==> config.mk <==
export PLATFORM = sky130hd
export DESIGN_NAME = dimr_top
export DESIGN_NICKNAME = d
export VERILOG_FILES = /design/src/core/dimr_pkg.sv /design/src/core/dimr_board_if.sv /design/src/core/dimr_top.sv /design/src/core/dimr_pin_sync.sv /design/src/core/dimr_board_delay.sv
export VERILOG_INCLUDE_DIRS = /design/src /design/src/core
export SDC_FILE = /design/constraint.sdc
export NUM_CORES = 1
export LEC_CHECK = 0
export ABC_AREA = 1
export CELL_PAD_IN_SITES_DETAIL_PLACEMENT = 1
export CELL_PAD_IN_SITES_GLOBAL_PLACEMENT = 1
export CORE_MARGIN = 5
export CORE_UTILIZATION = 50
export CTS_BUF_LIST = sky130_fd_sc_hd__clkbuf_4 sky130_fd_sc_hd__clkbuf_8
export DETAILED_ROUTE_END_ITERATION = 12
export DONT_BUFFER_PORTS = 1
export PLACE_DENSITY = 0.86
export SETUP_SLACK_MARGIN = 0.3
export SLEW_MARGIN = 25
export SYNTH_ARGS = -nofsm -noshare
export SYNTH_HDL_FRONTEND = slang
export SYNTH_SLANG_ARGS = --single-unit
==> constraint.sdc <==
create_clock -name pclk -period 5.7 [get_ports pclk]
set_input_delay 1.14 -clock pclk [delete_from_list [all_inputs] [get_ports pclk]]
set_output_delay 1.14 -clock pclk [all_outputs]
set_load 0.03 [all_outputs]
==> src/core/dimr_defines.svh <==
// Register map, field positions, reset values and timing counts of the input merge block
//Behaviour
//RULE1: Each of eight combined inputs is the OR across all active boards.
//RULE2: Combined enable ANDs local paired enable with active remote enables, unless bypassed.
//RULE3: Local paired enable is active only when channels A and B both are.
//RULE4: Software enable ANDs its assigned input across all active boards.
//RULE5: Combined board carries ten signals: eight inputs, enable, software enable.
//RULE6: Every combined signal passes its own delay timer; commands use the delayed board.
//RULE7: Status shows local, serial, fieldbus, combined and delayed boards.
//RULE8: Enable fixed to input two, reset to input three, reset can be disabled.
//RULE9: Inputs six, seven, eight also feed encoder and frequency channels.
//RULE10: Start source selectable from inputs, auxiliary inputs, virtual outputs, timed flags.
//RULE11: Start defaults to input one; its terminal may serve other functions.
//RULE12: Start with enable asserts run; setpoint ramps to the reference.
//RULE13: Start inactive drops run, forces reference zero, decelerates.
//RULE14: In scalar frequency control run needs a nonzero main reference.
//RULE15: With reverse assigned, start and reverse together drop run.
//RULE16: With reverse assigned, start alone is forward, reverse alone is reverse.
//RULE17: Jog may change run only when no other function asserts run.
//RULE18: With stop assigned, run changes only on pulse key actions.
//RULE19: Keypad as only source: start key asserts run, stop key drops it.
//RULE20: Free wheel stop mode skips deceleration and goes straight to standby.
//RULE21: Enable delay applies to assertion only; deassertion is immediate.
//RULE22: Terminal inputs are registered first; combined outputs reset inactive.
`ifndef DIMR_DEFINES_SVH
`define DIMR_DEFINES_SVH

// Byte offsets
`define DIMR_OFF_CTRL      12'h000
`define DIMR_OFF_START_SEL 12'h004
`define DIMR_OFF_LOCAL     12'h010
`define DIMR_OFF_SERIAL    12'h014
`define DIMR_OFF_FIELDBUS  12'h018
`define DIMR_OFF_COMBINED  12'h01C
`define DIMR_OFF_DELAYED   12'h020
`define DIMR_OFF_RUN       12'h024
`define DIMR_OFF_TIMER0    12'h040
`define DIMR_OFF_TIMER9    12'h064

// Control register fields
`define DIMR_CTRL_SER_ACT   0
`define DIMR_CTRL_FB_ACT    1
`define DIMR_CTRL_BYPASS    2
`define DIMR_CTRL_RST_DIS   3
`define DIMR_CTRL_KEYPAD    4
`define DIMR_CTRL_SCALAR    5
`define DIMR_CTRL_FREEWHEEL 6
`define DIMR_CTRL_REV_LSB   8
`define DIMR_CTRL_JOG_LSB   12
`define DIMR_CTRL_STOP_LSB  16
`define DIMR_CTRL_SWEN_LSB  20
`define DIMR_CTRL_RESET     32'h0000_0000
`define DIMR_START_RESET    5'h00

// Board bit positions
`define DIMR_BIT_ENABLE 8
`define DIMR_BIT_SWEN   9

// Timing: 1 ms timer tick at 10 MHz
`define DIMR_CLK_HZ     10000000
`define DIMR_TICK_US    1000
`define DIMR_TICK_CYC   ((`DIMR_CLK_HZ / 1000000) * `DIMR_TICK_US)

`endif

==> src/core/dimr_pkg.sv <==
// Types shared by the input merge block
package dimr_pkg;
	typedef enum logic [1:0] {
		DIMR_STANDBY,
		DIMR_RUNNING,
		DIMR_DECEL
	} dimr_run_e;

	typedef logic [9:0] dimr_board_t;
endpackage

==> src/core/dimr_board_if.sv <==
// Carrier between the merge logic and the board delay timers
interface dimr_board_if;
	import dimr_pkg::*;
	dimr_board_t combined;
	dimr_board_t delayed;
	logic        tick;
	logic [31:0] timer_cfg [10];

	modport merge (output combined, output tick, output timer_cfg, input delayed);
	modport delay (input combined, input tick, input timer_cfg, output delayed);
endinterface

==> src/core/dimr_top.sv <==
// Digital input merge and run command logic with APB register access
`include "dimr_defines.svh"
module dimr_top
	import dimr_pkg::*;
#(
	parameter int TICK_CYC = `DIMR_TICK_CYC
) (
	input  wire logic        pclk,
	input  wire logic        presetn,
	input  wire logic        psel,
	input  wire logic        penable,
	input  wire logic        pwrite,
	input  wire logic [11:0] paddr,
	input  wire logic [31:0] pwdata,
	output logic      [31:0] prdata,
	output logic             pready,
	output logic             pslverr,
	input  wire logic [7:0]  local_pins,
	input  wire logic        enable_b_pin,
	input  wire logic [9:0]  serial_board,
	input  wire logic [9:0]  fieldbus_board,
	input  wire logic [7:0]  auxiliary_inputs,
	input  wire logic [3:0]  virtual_aux_outputs,
	input  wire logic [3:0]  timed_flags,
	input  wire logic        keypad_start_key,
	input  wire logic        keypad_stop_key,
	input  wire logic        main_ref_nonzero,
	input  wire logic        ramp_at_zero,
	output logic             run,
	output logic             run_reverse,
	output logic             decel_active,
	output logic             ref_force_zero,
	output logic             drive_enable,
	output logic             alarm_reset,
	output logic             encoder_channel_a,
	output logic             encoder_channel_b,
	output logic             frequency_input_a,
	output logic             frequency_input_b
);
	dimr_board_if bif ();

	// Selects input n (1..8) of a board, zero means unassigned
	function automatic logic board_pick(input logic [3:0] sel, input logic [7:0] brd);
		return (sel != 4'h0 && sel <= 4'h8) ? brd[3'(sel - 4'h1)] : 1'b0;
	endfunction

	// Configuration registers
	logic [31:0] ctrl_q;
	logic [4:0]  start_sel_q;
	logic [31:0] timer_q [10];
	logic [31:0] prdata_q;
	logic        pslverr_q;

	// Registered terminal inputs
	logic [8:0] pin_sync;
	logic [9:0] serial_q;
	logic [9:0] fieldbus_q;
	logic [7:0] aux_q;
	logic [3:0] vaux_q;
	logic [3:0] tflag_q;
	logic       kp_start_q;
	logic       kp_stop_q;

	logic [7:0] local_board;
	logic       local_paired_enable;

	// Field contacts cross in through two flops
	dimr_pin_sync #(
		.W (9)
	) u_sync (
		.pclk     (pclk),
		.presetn  (presetn),
		.pin_in   ({enable_b_pin, local_pins}),
		.pin_sync (pin_sync)
	);

	// Link boards come from same-clock logic, one register stage only
	always_ff @(posedge pclk or negedge presetn) begin
		if (!presetn) begin
			{serial_q, fieldbus_q, aux_q, vaux_q, tflag_q, kp_start_q, kp_stop_q} <= '0;
		end else begin
			{serial_q, fieldbus_q, aux_q, vaux_q, tflag_q, kp_start_q, kp_stop_q} <=
				{serial_board, fieldbus_board, auxiliary_inputs, virtual_aux_outputs, timed_flags,
				keypad_start_key, keypad_stop_key}; // RULE22
		end
	end

	assign local_board         = pin_sync[7:0];
	// Channel A is the input two contact; a single open contact disables
	assign local_paired_enable = pin_sync[1] & pin_sync[8]; // RULE3

	// Alternate uses of inputs six to eight, alongside command use
	assign encoder_channel_a = local_board[5]; // RULE9
	assign frequency_input_a = local_board[5];
	assign encoder_channel_b = local_board[6];
	assign frequency_input_b = local_board[7];

	// Board merge
	logic       ser_act;
	logic       fb_act;
	logic [3:0] swen_sel;
	logic [7:0] comb_inputs;
	logic       comb_enable;
	logic       comb_swen;

	assign ser_act  = ctrl_q[`DIMR_CTRL_SER_ACT];
	assign fb_act   = ctrl_q[`DIMR_CTRL_FB_ACT];
	assign swen_sel = ctrl_q[`DIMR_CTRL_SWEN_LSB +: 4];

	always_comb begin
		comb_inputs = local_board
			| (ser_act ? serial_q[7:0] : 8'h00)
			| (fb_act ? fieldbus_q[7:0] : 8'h00); // RULE1
		comb_enable = local_paired_enable;
		if (!ctrl_q[`DIMR_CTRL_BYPASS]) begin
			comb_enable = comb_enable
				& (!ser_act | serial_q[`DIMR_BIT_ENABLE])
				& (!fb_act | fieldbus_q[`DIMR_BIT_ENABLE]); // RULE2
		end
		// Unassigned software enable reads active
		comb_swen = 1'b1;
		if (swen_sel != 4'h0) begin
			comb_swen = board_pick(swen_sel, local_board)
				& (!ser_act | board_pick(swen_sel, serial_q[7:0]))
				& (!fb_act | board_pick(swen_sel, fieldbus_q[7:0])); // RULE4
		end
	end

	assign bif.combined = {comb_swen, comb_enable, comb_inputs}; // RULE5

	// Timer tick divider; one-cycle enable pulse
	logic [$clog2(TICK_CYC)-1:0] div_q;
	logic                        tick_q;

	always_ff @(posedge pclk or negedge presetn) begin
		if (!presetn) begin
			div_q  <= '0;
			tick_q <= 1'b0;
		end else if (div_q == ($clog2(TICK_CYC))'(TICK_CYC - 1)) begin
			div_q  <= '0;
			tick_q <= 1'b1;
		end else begin
			div_q  <= div_q + 1'b1;
			tick_q <= 1'b0;
		end
	end

	assign bif.tick      = tick_q;
	assign bif.timer_cfg = timer_q;

	dimr_board_delay #(
		.CW (16)
	) u_delay (
		.pclk    (pclk),
		.presetn (presetn),
		.bd      (bif.delay)
	);

	// Terminal commands are read from the delayed board; aux, virtual, flag and keypad sources bypass it
	logic [7:0] dly_in;
	logic       dly_enable;
	logic       dly_swen;

	assign dly_in     = bif.delayed[7:0]; // RULE6
	assign dly_enable = bif.delayed[`DIMR_BIT_ENABLE];
	assign dly_swen   = bif.delayed[`DIMR_BIT_SWEN];

	// Fixed functions: enable on input two, reset on input three
	assign drive_enable = dly_enable & dly_swen; // RULE8
	always_ff @(posedge pclk or negedge presetn) begin
		if (!presetn) begin
			alarm_reset <= 1'b0;
		end else begin
			alarm_reset <= dly_in[2] & ~ctrl_q[`DIMR_CTRL_RST_DIS]; // RULE8
		end
	end

	// Start source: 0..7 inputs, 8..15 aux, 16..19 virtual, 20..23 flags
	logic start_cmd;
	always_comb begin
		start_cmd = 1'b0;
		if (start_sel_q < 5'd8) begin
			start_cmd = dly_in[start_sel_q[2:0]]; // RULE10
		end else if (start_sel_q < 5'd16) begin
			start_cmd = aux_q[start_sel_q[2:0]];
		end else if (start_sel_q < 5'd20) begin
			start_cmd = vaux_q[start_sel_q[1:0]];
		end else if (start_sel_q < 5'd24) begin
			start_cmd = tflag_q[start_sel_q[1:0]];
		end
	end

	// Function assignments
	logic [3:0] rev_sel;
	logic [3:0] jog_sel;
	logic [3:0] stop_sel;
	logic       rev_cmd;
	logic       jog_cmd;
	logic       stop_cmd;

	assign rev_sel  = ctrl_q[`DIMR_CTRL_REV_LSB +: 4];
	assign jog_sel  = ctrl_q[`DIMR_CTRL_JOG_LSB +: 4];
	assign stop_sel = ctrl_q[`DIMR_CTRL_STOP_LSB +: 4];
	assign rev_cmd  = board_pick(rev_sel, dly_in);
	assign jog_cmd  = board_pick(jog_sel, dly_in);
	assign stop_cmd = board_pick(stop_sel, dly_in);

	// Pulse style latches for stop-function and keypad operation
	logic start_prev_q;
	logic pulse_run_q;
	logic key_run_q;

	always_ff @(posedge pclk or negedge presetn) begin
		if (!presetn) begin
			start_prev_q <= 1'b0;
			pulse_run_q  <= 1'b0;
		end else begin
			start_prev_q <= start_cmd;
			// Stop contact is normally closed; opening it wins over start
			if (!stop_cmd) begin
				pulse_run_q <= 1'b0; // RULE18
			end else if (start_cmd && !start_prev_q) begin
				pulse_run_q <= 1'b1; // RULE18
			end
		end
	end

	// Stop key wins when both keys are pressed together
	always_ff @(posedge pclk or negedge presetn) begin
		if (!presetn) begin
			key_run_q <= 1'b0;
		end else if (kp_stop_q) begin
			key_run_q <= 1'b0; // RULE19
		end else if (kp_start_q) begin
			key_run_q <= 1'b1; // RULE19
		end
	end

	// Run request and direction
	logic other_req;
	logic req_dir_rev;
	logic run_req;
	logic run_d;

	always_comb begin
		req_dir_rev = 1'b0;
		if (ctrl_q[`DIMR_CTRL_KEYPAD]) begin
			other_req = key_run_q; // RULE19
		end else if (stop_sel != 4'h0) begin
			other_req = pulse_run_q; // RULE18
		end else if (rev_sel != 4'h0) begin
			// Both active cannot be read as a direction
			other_req   = start_cmd ^ rev_cmd; // RULE15
			req_dir_rev = rev_cmd & ~start_cmd; // RULE16
		end else begin
			other_req = start_cmd; // RULE11
		end
		run_req = other_req;
		if (jog_sel != 4'h0 && !other_req) begin
			run_req = jog_cmd; // RULE17
		end
		run_d = run_req & drive_enable // RULE12
			& (!ctrl_q[`DIMR_CTRL_SCALAR] | main_ref_nonzero); // RULE14
	end

	// Run state machine
	dimr_run_e state_q;

	always_ff @(posedge pclk or negedge presetn) begin
		if (!presetn) begin
			state_q     <= DIMR_STANDBY;
			run_reverse <= 1'b0;
		end else begin
			case (state_q)
				DIMR_STANDBY: begin
					if (run_d) begin
						state_q     <= DIMR_RUNNING; // RULE12
						run_reverse <= req_dir_rev;
					end
				end
				DIMR_RUNNING: begin
					if (!run_d) begin
						// Free wheel drops straight to standby, no ramp
						state_q <= ctrl_q[`DIMR_CTRL_FREEWHEEL]
							? DIMR_STANDBY : DIMR_DECEL; // RULE20 RULE13
					end else begin
						run_reverse <= req_dir_rev;
					end
				end
				DIMR_DECEL: begin
					if (run_d) begin
						state_q     <= DIMR_RUNNING;
						run_reverse <= req_dir_rev;
					end else if (ramp_at_zero || !drive_enable) begin
						state_q <= DIMR_STANDBY; // RULE13
					end
				end
				default: begin
					state_q <= DIMR_STANDBY;
				end
			endcase
		end
	end

	assign run            = (state_q == DIMR_RUNNING);
	assign decel_active   = (state_q == DIMR_DECEL);
	assign ref_force_zero = !run; // RULE13

	// APB slave: zero wait states, read data captured in setup phase
	logic setup;
	logic wr_access;
	logic mapped;
	logic is_timer;
	logic [3:0] tidx;

	assign setup     = psel & ~penable;
	assign wr_access = psel & penable & pwrite;
	assign is_timer  = paddr >= `DIMR_OFF_TIMER0 && paddr <= `DIMR_OFF_TIMER9 && paddr[1:0] == 2'b00;
	assign tidx      = 4'(paddr[5:2] - 4'h0);
	assign mapped    = is_timer || (paddr[1:0] == 2'b00 && paddr <= `DIMR_OFF_RUN
		&& paddr != 12'h008 && paddr != 12'h00C);
	assign pready    = 1'b1;
	assign prdata    = prdata_q;
	assign pslverr   = pslverr_q & psel & penable;

	// Writable configuration
	always_ff @(posedge pclk or negedge presetn) begin
		if (!presetn) begin
			ctrl_q      <= `DIMR_CTRL_RESET;
			start_sel_q <= `DIMR_START_RESET; // RULE11
			for (int k = 0; k < 10; k++) begin
				timer_q[k] <= 32'h0000_0000;
			end
		end else if (wr_access) begin
			if (paddr == `DIMR_OFF_CTRL) begin
				ctrl_q <= pwdata & 32'h00FF_FF7F;
			end
			if (paddr == `DIMR_OFF_START_SEL && pwdata[4:0] < 5'd24) begin
				start_sel_q <= pwdata[4:0]; // RULE10
			end
			if (is_timer) begin
				timer_q[tidx] <= pwdata;
			end
		end
	end

	// Read data and error flag
	always_ff @(posedge pclk or negedge presetn) begin
		if (!presetn) begin
			prdata_q  <= 32'h0000_0000;
			pslverr_q <= 1'b0;
		end else if (setup) begin
			pslverr_q <= !mapped;
			if (is_timer) begin
				prdata_q <= timer_q[tidx];
			end else begin
				case (paddr)
					`DIMR_OFF_CTRL:      prdata_q <= ctrl_q;
					`DIMR_OFF_START_SEL: prdata_q <= {27'h000_0000, start_sel_q};
					`DIMR_OFF_LOCAL:     prdata_q <= {23'h00_0000, local_paired_enable, local_board}; // RULE7
					`DIMR_OFF_SERIAL:    prdata_q <= {22'h00_0000, serial_q};
					`DIMR_OFF_FIELDBUS:  prdata_q <= {22'h00_0000, fieldbus_q};
					`DIMR_OFF_COMBINED:  prdata_q <= {22'h00_0000, bif.combined};
					`DIMR_OFF_DELAYED:   prdata_q <= {22'h00_0000, bif.delayed};
					`DIMR_OFF_RUN:       prdata_q <= {28'h000_0000, ref_force_zero, decel_active, run_reverse, run};
					default:             prdata_q <= 32'h0000_0000;
				endcase
			end
		end
	end
endmodule // dimr_top

==> src/core/dimr_pin_sync.sv <==
// Two flip-flop synchroniser for field contact pins
module dimr_pin_sync #(
	parameter int W = 9
) (
	input  wire logic         pclk,
	input  wire logic         presetn,
	input  wire logic [W-1:0] pin_in,
	output logic      [W-1:0] pin_sync
);
	logic [W-1:0] meta_q;

	// First stage is read only by the second
	always_ff @(posedge pclk or negedge presetn) begin
		if (!presetn) begin
			meta_q   <= '0;
			pin_sync <= '0;
		end else begin
			meta_q   <= pin_in;
			pin_sync <= meta_q;
		end
	end
endmodule // dimr_pin_sync

==> src/core/dimr_board_delay.sv <==
// On and off delay timers, one per combined board signal; the enable timer delays assertion only
`include "dimr_defines.svh"
module dimr_board_delay
	import dimr_pkg::*;
#(
	parameter int CW = 16
) (
	input  wire logic   pclk,
	input  wire logic   presetn,
	dimr_board_if.delay bd
);
	genvar i;
	generate
		for (i = 0; i < 10; i++) begin : g_tmr
			logic [CW-1:0] cnt_q;
			logic          out_q;
			logic [CW-1:0] on_cnt;
			logic [CW-1:0] off_cnt;
			assign on_cnt  = bd.timer_cfg[i][CW-1:0];
			assign off_cnt = bd.timer_cfg[i][16+CW-1:16];
			assign bd.delayed[i] = out_q;

			// Counts ticks while the input differs from the output
			always_ff @(posedge pclk or negedge presetn) begin
				if (!presetn) begin
					cnt_q <= '0;
					out_q <= 1'b0; // RULE22
				end else if (bd.combined[i] == out_q) begin
					cnt_q <= '0;
				end else if (i == `DIMR_BIT_ENABLE && !bd.combined[i]) begin
					out_q <= 1'b0; // RULE21
					cnt_q <= '0;
				end else if (cnt_q >= (bd.combined[i] ? on_cnt : off_cnt)) begin
					out_q <= bd.combined[i]; // RULE6
					cnt_q <= '0;
				end else if (bd.tick) begin
					cnt_q <= cnt_q + 1'b1;
				end
			end
		end
	endgenerate
endmodule // dimr_board_delay

Yosys cells after proc, flatten, opt, wreduce, memory -nomap -nowiden --
Cells that the tools add are included.
Word-level totals: register bits after elaboration 629, latch bits 0, RAM bits 0, memory bits (read-only) 0, input bits 98, word-level logic and storage cells 321, memories 0
Cells by class: $add $sub $neg 15, multiply operators 0, div/mod/pow operators 0, magnitude comparators 30, equality and inequality tests 28, shift operators 0, muxes and demuxes 104, bitwise gates (word level) 37, reduce and logical (&&, ||, !) cells 56
Operators with widths (number):
- $mux W16 | 41
- $bwmux W320 | 1
- $pmux W24 S8 | 1
- $add A16 B1 Y16 const B | 10
- $ge A16 B16 Y1 | 10
- $bmux W32 S4 | 1
- $demux W32 S4 | 1
- $mux W32 | 4
- $eq A12 B5 Y1 const B | 4
- $mux W1 | 36
- $reduce_and A2 Y1 | 14
- $reduce_bool A3 Y1 | 9
- $bmux W1 S3 | 8
- $eq A12 B6 Y1 const B | 2
- $ne A12 B4 Y1 const B | 2
- $lt A3 B4 Y1 const B | 5
- $lt A5 B5 Y1 const B | 4
- $le A4 B4 Y1 const B | 4
- $mux W8 | 2
- $or A8 B8 Y8 | 2
- $reduce_bool A4 Y1 | 4
- $and A1 B1 Y1 | 15
- $add A14 B1 Y14 const B | 1
- $eq A14 B14 Y1 const B | 1
- other kinds (32) | 88

Depth between registers and ports, before layout --
depth after elaboration 17, mapped depth 27, depth with buffers taken out 24

Cells and area by module --
Synthesis repeated with hierarchy kept, for this count alone.
Second synthesis, totals: cells, all modules 4071, area total of the unflattened synthesis 34763.3 µm²
By module, submodules not included:
- dimr_top | times used 1, cells an instance 2137, area each 19312.3 µm², seq. area each 11035.6 µm²
- dimr_board_delay | times used 1, cells an instance 1916, area each 15000.6 µm², seq. area each 4254.1 µm²
- dimr_pin_sync | times used 1, cells an instance 18, area each 450.4 µm², seq. area each 450.4 µm²

Worst setup path after synthesis --
No wires, ideal clock.
path type register to register, start register ctrl_q[20], end register u_delay.g_tmr[9].cnt_q[3], arrival time 3.340 ns, data required time 5.573 ns, path slack 2.233 ns, stages on the path, launching flop included 27, buffers on the path 3, period minus slack after synthesis 3.467 ns, cells stage by stage dfrtp_1 -> inv_2 -> buf_4 -> ha_1 -> inv_1 -> o21ai_0 -> a21oi_1 -> nand3_1 -> nand3b_1 -> nand2_1 -> o21ai_2 -> nand2_2 -> buf_2 -> nand2_1 -> o21ai_0 -> ha_1 -> a21oi_1 -> o21ai_0 -> nand2_1 -> o211ai_1 -> nand2_1 -> nand3_1 -> nor2_1 -> inv_1 -> buf_2 -> nand4_1 -> o21ai_0
On the way: word-level cells in the longest chain between the ends 12, elaborated cells on any way between the ends 24, those cells by class add/sub: 1; order compare: 2; eq/ne: 1; mux: 13; bitwise: 4; reduce/logical: 3
Ends and longest elaborated chain:
- from (decl) | RTL line dimr_top.sv:48 | logic [31:0] ctrl_q;
- from (signal assigned) | RTL line dimr_top.sv:329 | ctrl_q <= `DIMR_CTRL_RESET;
- from (signal assigned) | RTL line dimr_top.sv:336 | ctrl_q <= pwdata & 32'h00FF_FF7F;
- $sub A3 B1 Y3 | RTL line dimr_top.sv:44 | return (sel != 4'h0 && sel <= 4'h8) ? brd[3'(sel - 4'h1)] : 1'b0;
- $bmux W1 S3 | RTL line dimr_top.sv:44
- $mux W1 (implied by the code) | RTL line dimr_top.sv:44
- $mux W1 | RTL line dimr_top.sv:44
- $or A1 B1 Y1 | RTL line dimr_top.sv:124 | & (!ser_act | board_pick(swen_sel, serial_q[7:0]))
- $and A1 B1 Y1 | RTL line dimr_top.sv:124
- $and A1 B1 Y1 | RTL line dimr_top.sv:125 | & (!fb_act | board_pick(swen_sel, fieldbus_q[7:0]));
- $mux W1 * | RTL line dimr_top.sv:122 | if (swen_sel != 4'h0) begin
- $mux W16 | RTL line dimr_board_delay.sv:33 | end else if (cnt_q >= (bd.combined[i] ? on_cnt : off_cnt)) begin
- $ge A16 B16 Y1 | RTL line dimr_board_delay.sv:33
- $mux W16 | RTL line dimr_board_delay.sv:33
- $mux W16 | RTL line dimr_board_delay.sv:28 | end else if (bd.combined[i] == out_q) begin
- to (signal assigned) | RTL line dimr_board_delay.sv:37 | cnt_q <= cnt_q + 1'b1;
- to (decl) | RTL line dimr_board_delay.sv:15 | logic [CW-1:0] cnt_q;
Mark *: on every way between the ends. The rest lies on a longest branch, timed or not. The select of a mux whose other input is x is not followed. A chain may end at the register's enable or synchronous reset.

Worst setup path after layout --
start register ctrl_q[20], end register u_delay.g_tmr[9].cnt_q[6]
Same word-level chain as after synthesis.

==> reports/qor.yml <==
status: "finished, violations left"
violations: "max-slew violations"
syn-num-nets: 4293
finalClockSkew_ns: 0.0508
finalHoldViolCount: 0
ys_seq_area_frac: 0.458
drc: 0
netlist_area_um2: 34400
dr.pass1.iters: 6
wl_per_cell_um: 26.6
gp_congestion: 0.949
drt_first_iter_violations: 3888
power_density_nw_per_um2: 266
fp.dieH_um: 272
final-max-slew-violation-count: 572
path_clk_slew_ns: 0.07
wl_met2_mm: 56.9
synth_top_family_by_area: "compound AO/OA/AOI/OAI gates"
period_needed_ns: 4.80
setup_viol: 0
path_class: "register to register"
area_growth_pct: 7.47
htreeDepth: 3
required_ns: 6.37
io_pins: 142
peakVddDrop_uv: 249
synth-main-ff-cell: "dfrtp_1"
fin_setup_tns_ns: 0
layout_common_cells: "nand2_1, dfrtp_1, inv_1"
synth-adder-area-share: 0.0655
ys_warn_count: 0
cts_resized: 0
final_common_cell: "nand2_1"
hp-class: "input port to asynchronous set/reset pin"
syn_avg_cell_area_um2: 8.57
worstPathArrival_ns: 5.47
dieArea_um2: 74100
post_cts_buffers: 0
cts_tree: "yes"
routed_wl_mm: 131
grt_pass1_vias: 31246
synthXorXnorAreaFrac: 0.0293
clk_latency_ns: 0.76
dpl.cell_count: 4733
synth-edff-count: 0
start_kind: "register"
num_vias: 31307
worstRegToRegCells: 24
worst_slew_pin_slew_ns: 2.46
finalNonFillerCells: 4929
met3_length_mm: 13.2
final_antenna_net_count: 0
drive_above_1_share: 0.0702
rows: 96
maxSlewHeadroom: -0.640
synthMuxAreaShare: 0.0192
grt_pass1_wl_mm: 197
async_flop_share: 1.00
met1_length_mm: 52.0
power_leakage_nw: 16.7
gr-usage-all-layers: 0.346
coreArea_um2: 68500
initial_core_util: 0.502
grt-ovfl-total: 0
ys_seq_elements: 629
worstSetupEndpointType: "register"
final.fill_count: 8147
maxCapViolations: 0
antenna_found_initial: 3
rsz0062_at_grt: "false"
yosys.area_share.simple: 0.173
cts_buffers: 108
synth.distinct_cells: 57
post-route-period-util: 0.842
hold_buffers: 0
crit_path_max_fanout: 32
grt_max_degree: 630
cts_buffer_depth: 3
layout.nets: 4239
die_x_um: 272
root_buffer: "clkbuf_8"
synthCells: 4015
reg2reg_slack_ns: 0.90
r2r-start: "ctrl_q[20]"
total_power_mw: 9.85
portBuffers: 0
cts_sinks: 629
routed.top_layer: "met5"
synth_compound_area_frac: 0.177
max_freq_mhz: 208
vias_per_cell: 6.35
hpwl_mm: 92.4
timing.rr.end: "u_delay.g_tmr[9].cnt_q[6]"
==> cells by family (layout without fill, tap and decap cells) <==
| family | count (synthesis) | in the layout |
|---|---|---|
| DFF | 629 | 629 |
| muxes | 66 | 66 |
| adders and majority gates | 180 | 180 |
| buffers and inverters | 585 | 615 |
| and+or+nand+nor | 1386 | 1386 |
| xor gates and xnor gates | 115 | 115 |
| AOI/OAI and AO/OA | 1053 | 1053 |
| other | 1 | 3 |
==> cell type report <==
type	instances	area, um2	area share
diodes	2	5.00	0.000135
clock buffers	164	2080	0.0563
clock inverters	30	324	0.00877
inverters	389	1460	0.0395
multi-input cells	2801	16000	0.433
flip-flops and latches	629	15700	0.426
well taps	882	1100	0.0299
repair buffers	32	240	0.00650
==> worst max-delay path by stage <==
stage / start / endpoint / slack [ns] / cells after the start
global placement: ctrl_q[20] / u_delay.g_tmr[9].cnt_q[1] / 1.30 / 24
finish: ctrl_q[20] / u_delay.g_tmr[9].cnt_q[6] / 0.90 / 24
detailed placement: ctrl_q[20] / u_delay.g_tmr[9].cnt_q[9] / 1.03 / 24
CTS: ctrl_q[20] / u_delay.g_tmr[9].cnt_q[9] / 0.98 / 24
floorplan: ctrl_q[20] / u_delay.g_tmr[9].cnt_q[3] / 2.23 / 26
global route: ctrl_q[20] / u_delay.g_tmr[9].cnt_q[6] / 0.39 / 24
==> power breakdown <==
part,leakage [nW],internal (mW),switching (mW)
Clock,1.28,2.57,2.06
Combinational,6.79,0.120,0.534
Sequential,8.61,4.51,0.0633
Total,16.7,7.20,2.65
==> through the flow <==
step	cell area [um2]	setup WS, ns	hold WS (ns)	util
2_1_floorplan	34400	2.23	0.331	-
3_3_place_gp	34500	1.30	0.332	0.505
3_5_place_dp	34600	1.03	0.336	0.505
4_1_cts	37000	0.981	0.0616	0.540
5_1_grt	37000	0.393	0.0501	0.540
6_report	37000	0.900	0.0992	0.540
==> worst max-delay path: stages (launching register included) <==
cell	delay, ns
dfrtp_1	0.64
inv_2	0.23
ha_1	0.39
inv_1	0.09
o21ai_0	0.08
a21oi_1	0.16
nand3_1	0.10
nand3_1	0.10
nand2_1	0.07
o21ai_2	0.08
nand2_2	0.41
nor2_1	0.26
a21oi_1	0.07
ha_1	0.32
nand2_1	0.08
inv_1	0.06
nand3_1	0.08
nor3_1	0.23
nand3_1	0.11
nand3_1	0.10
buf_4	0.24
nor2_1	0.09
inv_1	0.43
nand4_1	0.17
o21ai_0	0.11
==> synth_stat cells, drive strengths merged, types with 2 or more instances <==
cell type  number  area (um2)
ha            180        2250
nor2          212         827
a221oi         15         131
nor3b           9        67.6
o31ai           8        60.1
nor4           18         113
a32o            2        20.0
buf           104         875
dfrtp         629       15700
a22oi         104         781
a21oi         166         831
nand3b          4        30.0
xor2           92         806
a21boi          5        37.5
nor3           64         342
xnor2          23         201
clkinv          4        15.0
nand2         848        3190
or2             2        12.5
o21ai         591        3040
nand4          55         344
a2111oi         8        70.1
o211ai         19         143
nand3         172        1010
a211oi         10        75.1
o2111ai         5        43.8
o221ai         37         324
o22ai          72         450
o21a            5        37.5
clkbuf         92         345
mux2i          66         661
inv           385        1450
==> registers in the layout, indices dropped and copies added (netlist names), 2 cells and up <==
| register | count |
|---|---|
| bif.timer_cfg | 320 |
| u_delay.g_tmr.cnt_q | 160 |
| prdata | 32 |
| ctrl_q | 23 |
| div_q | 14 |
| fieldbus_q | 10 |
| serial_q | 10 |
| u_delay.g_tmr.out_q | 10 |
| u_sync.meta_q | 9 |
| u_sync.pin_sync | 9 |
| aux_q | 8 |
| start_sel_q | 5 |
| tflag_q | 4 |
| vaux_q | 4 |
| state_q | 2 |
==> metal layers <==
layer / GRT usage / vias to the layer above
met5: 0 / -
met4: 0.189 / 2
met3: 0.0858 / 403
met2: 0.514 / 1639
met1: 0.466 / 15653
li1: - / 13610
No activity file was read; power rests on OpenSTA's default activity.
